==> config.mk <==
export PLATFORM = sky130hd
export DESIGN_NAME = pin_change_interrupt_flags_masks
export DESIGN_NICKNAME = d
export VERILOG_FILES = /design/src/change_source_pkg.sv /design/src/change_source_change_detect.sv /design/src/change_source_group_flag.sv /design/src/change_source_unit.sv
export SDC_FILE = /design/constraint.sdc
export NUM_CORES = 1
export LEC_CHECK = 0
export BUFFER_PORTS_ARGS = -buffer_cell sky130_fd_sc_hd__buf_4
export CAP_MARGIN = 5
export CORE_MARGIN = 1.5
export CORE_UTILIZATION = 46
export DETAILED_ROUTE_END_ITERATION = 10
export GPL_ROUTABILITY_DRIVEN = 1
export PLACE_DENSITY = 0.68
export SLEW_MARGIN = 10
export SYNTH_ARGS = -nofsm -noshare
export SYNTH_HDL_FRONTEND = slang
export SYNTH_SLANG_ARGS = --single-unit
export TNS_END_PERCENT = 20
==> constraint.sdc <==
create_clock -name pclk -period 1.85 [get_ports pclk]
set_input_delay 0 -clock pclk [delete_from_list [all_inputs] [get_ports pclk]]
set_output_delay 0 -clock pclk [all_outputs]
set_load 0.05 [all_outputs]
==> src/change_source_pkg.sv <==
// Package: register map, field layout and carrier types of the pin-change unit
package pin_pkg;

  // ----------------------------------------------------------------
  // Register word indices; the byte address is four times the index
  // ----------------------------------------------------------------
  // Printed offsets are not all multiples of four, so they are indices
  localparam logic [7:0] IDX_MASK0 = 8'h6B;
  localparam logic [7:0] IDX_MASK1 = 8'h6C;
  localparam logic [7:0] IDX_MASK2 = 8'h6D;
  localparam logic [7:0] IDX_MASK3 = 8'h6E;
  localparam logic [7:0] IDX_FLAGS = 8'h6F;
  localparam logic [7:0] IDX_CTRL = 8'h70;
  localparam logic [7:0] IDX_GIE = 8'h71;
  localparam logic [7:0] IDX_ACK = 8'h72;
  localparam logic [7:0] IDX_IRQ_STAT = 8'h73;
  localparam logic [7:0] IDX_IRQ_MASK = 8'h74;
  localparam logic [7:0] IDX_PINS = 8'h75;

  // ----------------------------------------------------------------
  // Widths, layout and reset values
  // ----------------------------------------------------------------
  localparam int NUM_GROUPS = 4;
  localparam int GROUP_W = 8;
  localparam int NUM_SRC = 28;
  localparam int GROUP3_W = 4;
  localparam logic [7:0] MASK_RESET = 8'h00;
  localparam logic [3:0] GRP_RESET = 4'h0;
  localparam logic [31:0] RD_UNMAPPED = 32'h0000_0000;

  // Meta, synchronised and previous pin samples per source
  typedef struct packed {
    logic [NUM_SRC-1:0] meta;
    logic [NUM_SRC-1:0] sync;
    logic [NUM_SRC-1:0] prev;
  } sync_state_type;

  // APB answer carried together
  typedef struct packed {
    logic ready;
    logic slverr;
    logic [31:0] rdata;
  } apb_resp_type;

endpackage : pin_pkg

==> src/change_source_change_detect.sv <==
// Two-flop synchroniser and logic-change detector for every source
module pin_change_detect #(
  parameter int WIDTH = pin_pkg::NUM_SRC
) (
  input wire logic pclk,
  input wire logic presetn,
  input wire logic [WIDTH-1:0] pins,
  output logic [WIDTH-1:0] pins_sync,
  output logic [WIDTH-1:0] changed
);

  // ----------------------------------------------------------------
  // State
  // ----------------------------------------------------------------
  typedef struct packed {
    logic [WIDTH-1:0] meta;
    logic [WIDTH-1:0] sync;
    logic [WIDTH-1:0] prev;
  } det_state_type;

  det_state_type s_q;
  det_state_type s_d;

  // Meta stage feeds only the sync stage; compare sync against prev
  always_comb begin
    s_d = s_q;
    s_d.meta = pins;
    s_d.sync = s_q.meta;
    s_d.prev = s_q.sync;
  end

  always_ff @(posedge pclk or negedge presetn) begin
    if (!presetn) begin
      s_q <= '0;
    end else begin
      s_q <= s_d;
    end
  end

  assign pins_sync = s_q.sync;
  assign changed = s_q.sync ^ s_q.prev;

endmodule : pin_change_detect

==> src/change_source_group_flag.sv <==
// One sticky group flag with hardware set and two clear paths
module pin_group_flag (
  input wire logic pclk,
  input wire logic presetn,
  input wire logic set_evt,
  input wire logic sw_clear,
  input wire logic ack_clear,
  output logic flag
);

  typedef struct packed {
    logic flag;
  } flag_state_type;

  flag_state_type s_q;
  flag_state_type s_d;

  // Set beats either clear so a change in the clearing cycle is kept
  always_comb begin
    s_d = s_q;
    if (set_evt) begin
      s_d.flag = 1'b1;
    end else if (sw_clear || ack_clear) begin
      s_d.flag = 1'b0;
    end
  end

  always_ff @(posedge pclk or negedge presetn) begin
    if (!presetn) begin
      s_q <= '0;
    end else begin
      s_q <= s_d;
    end
  end

  assign flag = s_q.flag;

endmodule : pin_group_flag

==> src/change_source_unit.sv <==
// Pin-change interrupt flags, masks, group enables and APB register file
// Summary of operation
// - Upper four bits of flag register and group-3 mask always read zero.
// - Change on enabled source 27..24 sets group flag 3.
// - Change on enabled source 23..16 sets group flag 2.
// - Change on enabled source 15..8 sets group flag 1.
// - Change on enabled source 7..0 sets group flag 0.
// - Vector request needs group flag, global enable and group enable.
// - Group flag clears when the core starts that group's routine.
// - Writing one clears a flag; writing zero leaves it.
// - Group-3 mask bits enable their pins, gated by group 3 enable.
// - Group-2 mask at 0x6D, eight RW bits, reset zero, gated.
// - Group-1 mask at 0x6C, eight RW bits, reset zero, gated.
// - Group-0 mask at 0x6B, eight RW bits, reset zero, gated.
// - Sources with mask bit clear never set their group flag.
// - Four group enable bits sit low in the control register.
//
// Design decision made here: the APB register port.
module pin_change_interrupt_flags_masks (
  input wire logic pclk,
  input wire logic presetn,
  input wire logic psel,
  input wire logic penable,
  input wire logic pwrite,
  input wire logic [11:0] paddr,
  input wire logic [31:0] pwdata,
  output logic [31:0] prdata,
  output logic pready,
  output logic pslverr,
  input wire logic [pin_pkg::NUM_SRC-1:0] change_source,
  input wire logic [pin_pkg::NUM_GROUPS-1:0] vector_ack,
  output logic [pin_pkg::NUM_GROUPS-1:0] vector_req,
  output logic irq
);

  // ----------------------------------------------------------------
  // State
  // ----------------------------------------------------------------
  typedef struct packed {
    logic [pin_pkg::GROUP_W-1:0] mask0;
    logic [pin_pkg::GROUP_W-1:0] mask1;
    logic [pin_pkg::GROUP_W-1:0] mask2;
    logic [pin_pkg::GROUP3_W-1:0] mask3;
    logic [pin_pkg::NUM_GROUPS-1:0] ctrl;
    logic gie;
    logic [pin_pkg::NUM_GROUPS-1:0] irq_stat;
    logic [pin_pkg::NUM_GROUPS-1:0] irq_mask;
    logic [pin_pkg::NUM_GROUPS-1:0] vreq;
    logic irq;
    pin_pkg::apb_resp_type resp;
  } unit_state_type;

  unit_state_type s_q;
  unit_state_type s_d;

  logic [pin_pkg::NUM_SRC-1:0] pins_sync;
  logic [pin_pkg::NUM_SRC-1:0] changed;
  logic [pin_pkg::NUM_SRC-1:0] src_mask;
  logic [pin_pkg::NUM_GROUPS-1:0] grp_set;
  logic [pin_pkg::NUM_GROUPS-1:0] grp_swclr;
  logic [pin_pkg::NUM_GROUPS-1:0] flags;
  logic [9:0] word_idx;
  logic setup;
  logic wr_now;

  // ----------------------------------------------------------------
  // Change detection
  // ----------------------------------------------------------------
  pin_change_detect #(
    .WIDTH(pin_pkg::NUM_SRC)
  ) u_detect (
    .pclk(pclk),
    .presetn(presetn),
    .pins(change_source),
    .pins_sync(pins_sync),
    .changed(changed)
  );

  // Flat view of all mask bits, lowest source first
  assign src_mask = {s_q.mask3, s_q.mask2, s_q.mask1, s_q.mask0};

  // APB decode; the answer comes in the access cycle after setup
  assign word_idx = paddr[11:2];
  assign setup = psel && !penable;
  assign wr_now = psel && penable && pwrite && s_q.resp.ready;

  // ----------------------------------------------------------------
  // Group flags, one per group
  // ----------------------------------------------------------------
  genvar g;
  generate
    for (g = 0; g < pin_pkg::NUM_GROUPS; g++) begin : g_grp
      localparam int LO = g * pin_pkg::GROUP_W;
      localparam int W = (g == pin_pkg::NUM_GROUPS - 1) ?
                         pin_pkg::GROUP3_W : pin_pkg::GROUP_W;
      // Masked-off sources never contribute; group enable gates too
      assign grp_set[g] = s_q.ctrl[g] &&
        |(changed[LO +: W] & src_mask[LO +: W]);
      assign grp_swclr[g] = wr_now &&
        (word_idx == 10'(pin_pkg::IDX_FLAGS)) && pwdata[g];
      pin_group_flag u_flag (
        .pclk(pclk),
        .presetn(presetn),
        .set_evt(grp_set[g]),
        .sw_clear(grp_swclr[g]),
        .ack_clear(vector_ack[g]),
        .flag(flags[g])
      );
    end
  endgenerate

  // ----------------------------------------------------------------
  // Next state
  // ----------------------------------------------------------------
  always_comb begin
    s_d = s_q;
    // Zero-wait slave: ready one cycle after setup, dropped otherwise
    s_d.resp.ready = setup;
    s_d.resp.slverr = 1'b0;
    s_d.resp.rdata = pin_pkg::RD_UNMAPPED;
    if (setup) begin
      case (paddr[11:2])
        10'(pin_pkg::IDX_MASK0): begin
          s_d.resp.rdata = {24'h000000, s_q.mask0};
        end
        10'(pin_pkg::IDX_MASK1): begin
          s_d.resp.rdata = {24'h000000, s_q.mask1};
        end
        10'(pin_pkg::IDX_MASK2): begin
          s_d.resp.rdata = {24'h000000, s_q.mask2};
        end
        10'(pin_pkg::IDX_MASK3): begin
          s_d.resp.rdata = {28'h0000000, s_q.mask3};
        end
        10'(pin_pkg::IDX_FLAGS): begin
          s_d.resp.rdata = {28'h0000000, flags};
        end
        10'(pin_pkg::IDX_CTRL): begin
          s_d.resp.rdata = {28'h0000000, s_q.ctrl};
        end
        10'(pin_pkg::IDX_GIE): begin
          s_d.resp.rdata = {31'h00000000, s_q.gie};
        end
        10'(pin_pkg::IDX_ACK): begin
          s_d.resp.rdata = pin_pkg::RD_UNMAPPED;
        end
        10'(pin_pkg::IDX_IRQ_STAT): begin
          s_d.resp.rdata = {28'h0000000, s_q.irq_stat};
        end
        10'(pin_pkg::IDX_IRQ_MASK): begin
          s_d.resp.rdata = {28'h0000000, s_q.irq_mask};
        end
        10'(pin_pkg::IDX_PINS): begin
          s_d.resp.rdata = {4'h0, pins_sync};
        end
        default: begin
          s_d.resp.slverr = 1'b1; // Unmapped: error, data zero
        end
      endcase
    end
    // Register writes take effect at the access edge
    if (wr_now) begin
      case (word_idx)
        10'(pin_pkg::IDX_MASK0): begin
          s_d.mask0 = pwdata[7:0];
        end
        10'(pin_pkg::IDX_MASK1): begin
          s_d.mask1 = pwdata[7:0];
        end
        10'(pin_pkg::IDX_MASK2): begin
          s_d.mask2 = pwdata[7:0];
        end
        10'(pin_pkg::IDX_MASK3): begin
          s_d.mask3 = pwdata[3:0];
        end
        10'(pin_pkg::IDX_CTRL): begin
          s_d.ctrl = pwdata[3:0];
        end
        10'(pin_pkg::IDX_GIE): begin
          s_d.gie = pwdata[0];
        end
        10'(pin_pkg::IDX_IRQ_MASK): begin
          s_d.irq_mask = pwdata[3:0];
        end
        default: begin
          s_d.gie = s_q.gie;
        end
      endcase
    end
    // Sticky event bits: write-one clears, a new set wins the same cycle
    if (wr_now && (word_idx == 10'(pin_pkg::IDX_IRQ_STAT))) begin
      s_d.irq_stat = s_q.irq_stat & ~pwdata[3:0];
    end
    s_d.irq_stat = s_d.irq_stat | grp_set;
    // Vector request is a level while flag, global and group enable hold
    s_d.vreq = flags & s_q.ctrl & {pin_pkg::NUM_GROUPS{s_q.gie}};
    s_d.irq = |(s_d.irq_stat & s_q.irq_mask);
  end

  // ----------------------------------------------------------------
  // Registers
  // ----------------------------------------------------------------
  always_ff @(posedge pclk or negedge presetn) begin
    if (!presetn) begin
      s_q <= '0;
      s_q.mask0 <= pin_pkg::MASK_RESET;
      s_q.mask1 <= pin_pkg::MASK_RESET;
      s_q.mask2 <= pin_pkg::MASK_RESET;
      s_q.ctrl <= pin_pkg::GRP_RESET;
    end else begin
      s_q <= s_d;
    end
  end

  // Outputs straight from flops
  assign prdata = s_q.resp.rdata;
  assign pready = s_q.resp.ready;
  assign pslverr = s_q.resp.slverr;
  assign vector_req = s_q.vreq;
  assign irq = s_q.irq;

endmodule : pin_change_interrupt_flags_masks

=== Word level (Yosys, flattened, before mapping) ===
Cells that the tools add are included.

* Register bits: 168
* Input port bits: 81
* Output and inout port bits: 39
* Word-level logic and storage cells: 90

* Eq/ne operators: 11
* Muxes and demuxes: 12
* Bitwise operators: 11
* Reductions and logical operators: 36

{| class="wikitable"
|+ Operator list
! kind !! number
|-
| case mux 28 bit (10 select lines) || 1
|-
| equality test 10 x 7 -> 1 bit (second input constant) || 11
|-
| 2-to-1 mux 33 bit || 1
|-
| XOR 28 bit || 1
|-
| bitwise AND 8 bit || 3
|-
| OR reduction 8 bit || 3
|-
| bitwise AND 4 bit || 5
|-
| logical AND 1 bit || 14
|-
| AND reduction 2 bit || 7
|-
| OR reduction 11 bit || 1
|-
| 2-to-1 mux 1 bit || 9
|-
| nonzero test 2 bit || 4
|-
| OR reduction 4 bit || 2
|-
| logical OR 1 bit || 4
|-
| 2-to-1 mux 4 bit || 1
|-
| NOT 4 bit || 1
|-
| bitwise OR 4 bit || 1
|-
| zero test 1 bit || 1
|}

=== Depth between registers and ports, before layout ===
* Depth in word-level cells: 8
* Gate-level depth with buffers: 7
* Depth with buffers taken out: 5

=== By module ===
From an unflattened synthesis, not the netlist that was laid out.

* Cell total of the unflattened synthesis: 478
* Area total of the unflattened synthesis: 6500.0 um2

{| class="wikitable"
|+ By module, submodules not included
! module !! instances !! cells each !! area each (um2) !! sequential area each (um2)
|-
| pin_change_interrupt_flags_masks || 1 || 326 || 3797.4 || 1901.8
|-
| pin_change_detect || 1 || 140 || 2557.5 || 2102.0
|-
| pin_group_flag || 4 || 3 || 36.3 || 25.0
|}

=== Least setup slack after synthesis ===
Ideal clock, no wire load.

* Kind: register to register
* Start: register s_q, in the netlist pready
* End: register s_q[72] (netlist bit)
* Setup time: 0.125 ns
* Arrival: 1.670 ns
* Required time: 1.725 ns
* Slack: 0.055 ns
* Stages on the path, launching flop included: 5
* Path buffers: 0
* Clock period less this slack: 1.795 ns
* Path through: dfrtp_1 nand4_2 nor3_4 nand2_2 mux2_2

* Longest elaborated chain between the ends: 2

{| class="wikitable"
|+ Ends and longest elaborated chain
! what !! line !! source
|-
| start: declaration || change_source_unit.sv:53 || <nowiki>unit_state_type s_q;</nowiki>
|-
| logical AND 1 bit || change_source_unit.sv:85 || <nowiki>assign wr_now = psel && penable && pwrite && s_q.resp.ready;</nowiki>
|-
| AND reduction 2 bit (no line) || n/a ||
|}

No other way between the ends.
A chain may end at the register's enable or synchronous reset.

=== Final worst setup path ===
* Start: register s_q, in the netlist pready
* End: register s_q[74] (netlist bit)

The elaborated chain is that of the path after synthesis.

==> results.md <==
* CP arrival at 2030 ps
* Worst hold start: paddr[4]
* FILL cells at 1053
* Synth Cell Area at 6300 um^2
* Slew margin rel. at 55.2%
* Io pins at 120
* Count leader, synth: dfrtp_1
* Post-synth ARST share at 100%
* Ranking of synthesized cells by area: dfrtp_1 65%, mux2_2 6.4%, buf_4 4.4%
* Maximum fanout along the worst path at 8
* Count of different cell masters after synthesis at 46
* Outcome: finished, final reports clean
* Max Slew Vio Count at 0
* Synthesized netlist cell count at 440
* # placed instances at 668
* Ant diodes at 0
* Leak pwr at 3.88 nW
* Root buffer cell: clkbuf_16
* Worst path required time at 2160 ps
* Fin crit share at 93.3%
* # Max-Cap Violations at 0
* I/O Buffers at 89
* Post-cts resize count at 0
* Rows at 42
* Tmin final at 1730 ps
* Sequential cell area at 4100 um^2
* Prevailing post-synth register cell: dfrtp_1
* Vias at 3783
* Share of cells above drive strength 1 at 32.8%
* Number of synthesis warnings at 0
* CTS Buf Count at 17
* Post-DP HPWL at 8.82 mm
* Top-area cell type share of the netlist area at 65.1%
* Tightest Pin Transition at 668 ps
* Commonest cells post-synth: 164 x dfrtp_1, 37 x buf_4, 36 x mux2_2
* Routed WL per cell at 17.7 um
* Pwr dens at 954 nW/um^2
* Die area at 14400 um^2
* Total Wirelength at 13.2 mm
* Clock tree from TritonCTS: done
* First-pass GRT wire length at 21.4 mm
* H-tree levels at 4
* Clock Skew at 9.47 ps
* Dominant cell type by area after synthesis: dfrtp_1
* Clock tree buffer depth at 2
* CP Launch Type: register
* Final Hold Vio Count at 0
* Final setup viols at 0
* Initial core utilization at 47.4%
* Drt initial violations at 223
* Drt pass-1 iters at 4
* Crit end category: register
* Total gr overflow at 0
* Largest net degree at the start of global routing at 49
* CTS Sinks at 164
* Area growth from synthesis to layout at 25.9%
* Clk slew on worst S/H paths at 60 ps
* Setup TNS at 0 ps
* Critical path class: reg2reg
* Skew-Pair Late Insertion Delay at 420 ps
* GP Congestion at 0.878
* Hold slack at 70.5 ps
* Die Height at 120 um
* Seq/Total Area, Yosys at 65.1%
* Class of the tightest hold or removal check: in2reg
* EDFF count, synth at 0
* # nets final at 635
* Avg Cell Area, Syn at 14.3 um^2
* Footprint of the multi-input gates at 1790 um^2
* Layout Cells excl Fill at 743
* Routed Antenna Nets at 0
* Gr usage total at 19.9%
* Vias in the first global route at 4110
* Synth Register Bits at 164
* Worst vdd ir at 0.000775 V
* Die Wd at 120 um
* Reg-to-Reg Start: pready
* Placeable Area at 13300 um^2
* Max Clk Rate at 0.580 GHz
* Vias/cell at 5.09
* RSZ-0062 raised after global routing: no
* CP Launch Point: pready
* Drc violations at 0
* Initial antenna violation count at 0
[metrics by stage]
step | total power (W) | util [%] | worst slack [ps] | cell area, um^2
after global placement | 0.00414 | 52.0 | 194 | 6920
after global routing | 0.00784 | 59.7 | 27.2 | 7930
after floorplan | 0.00392 | - | 55.0 | 6310
final | 0.00757 | 59.7 | 125 | 7930
after detailed placement | 0.00415 | 52.0 | 163 | 6920
after CTS | 0.00765 | 59.7 | 133 | 7930
[logic make-up (layout without fill, tap and decap cells)]
kind of cell	after synthesis	count (layout)	synth area share, %
flops	164	164	65.1
simple gates	84	84	8.24
buf+inv	59	183	6.61
compound gates	58	58	7.03
mux	46	46	9.02
xor+xnor	28	28	3.89
other cells	1	4	0.0595
[report_power, final]
part	total, W	switching, W	internal [W]
sequential	0.00374	0.0000523	0.00368
combinational	0.000415	0.000222	0.000193
clock	0.00342	0.00137	0.00205
[final timing paths]
kind / endpoint / slack [ps] / cells past startpoint
setup / recovery: s_q[74] / 120 / 4
hold / removal: pslverr / 70 / 5
setup reg to reg: s_q[74] / 120 / 4
hold reg to reg: u_detect.pins_sync[4] / 340 / 0
max in group asynchronous: u_detect.pins_sync[12] / 1130 / 3
min in group asynchronous: vector_req[0] / 80 / 2
[routing by layer]
metal	track usage [%]	up-vias	wire length [um]
li1	-	1747	-
met1	25.7	1910	5790
met2	32.3	109	6610
met3	5.47	17	573
met4	7.37	0	208
met5	0	-	0
[worst max-delay path, cell delays in order (launching register included)]
cell	delay [ps]
dfrtp_1	350
nand4_2	330
nor3_4	370
nand2_2	220
mux2_2	330
[sequential cells by signal, indices dropped and copies added, names as in the netlist]
| signal | count |
|---|---|
| irq | 1 |
| pready | 1 |
| pslverr | 1 |
| g_grp.u_flag.flag | 4 |
| u_detect.pins_sync | 28 |
| vector_req | 4 |
| u_detect.s_d | 28 |
| prdata | 28 |
| s_q | 41 |
| u_detect.s_q | 28 |
[repair_timing]
item,CTS,global route
endpoints found under the hold margin,240,0
buffers inserted,0,0
setup endpoints to repair,0,0
hold buffers,43,0
[cells in the final DEF (no fill, tap or decap), drive strengths merged, types with 3 or more instances in the layout]
| cell type | count |
|---|---|
| dfrtp | 164 |
| buf | 98 |
| dlygate4sd3 | 43 |
| mux2 | 37 |
| xor2 | 28 |
| and3 | 28 |
| nand2 | 23 |
| clkbuf | 20 |
| a22oi | 17 |
| inv | 11 |
| a22o | 8 |
| nor2 | 8 |
| nand3 | 8 |
| a31oi | 6 |
| clkinv | 6 |
| a21oi | 5 |
| mux2i | 5 |
| nand4 | 5 |
| nor2b | 4 |
| conb | 4 |
| mux4 | 4 |
| a31o | 4 |
| o2bb2ai | 3 |
| a41oi | 3 |
| a21o | 3 |
| clkinvlp | 3 |
| nor3 | 3 |
[final cells by class]
type / count / area share [%]
multi-input cells: 220 / 22.6
clock buffers: 20 / 5.76
inverters: 10 / 0.473
flip-flops and latches: 164 / 51.7
repair buffers: 141 / 15.1
clock inverters: 12 / 1.62
well taps: 176 / 2.78
No activity file was read; power rests on OpenSTA's default activity.
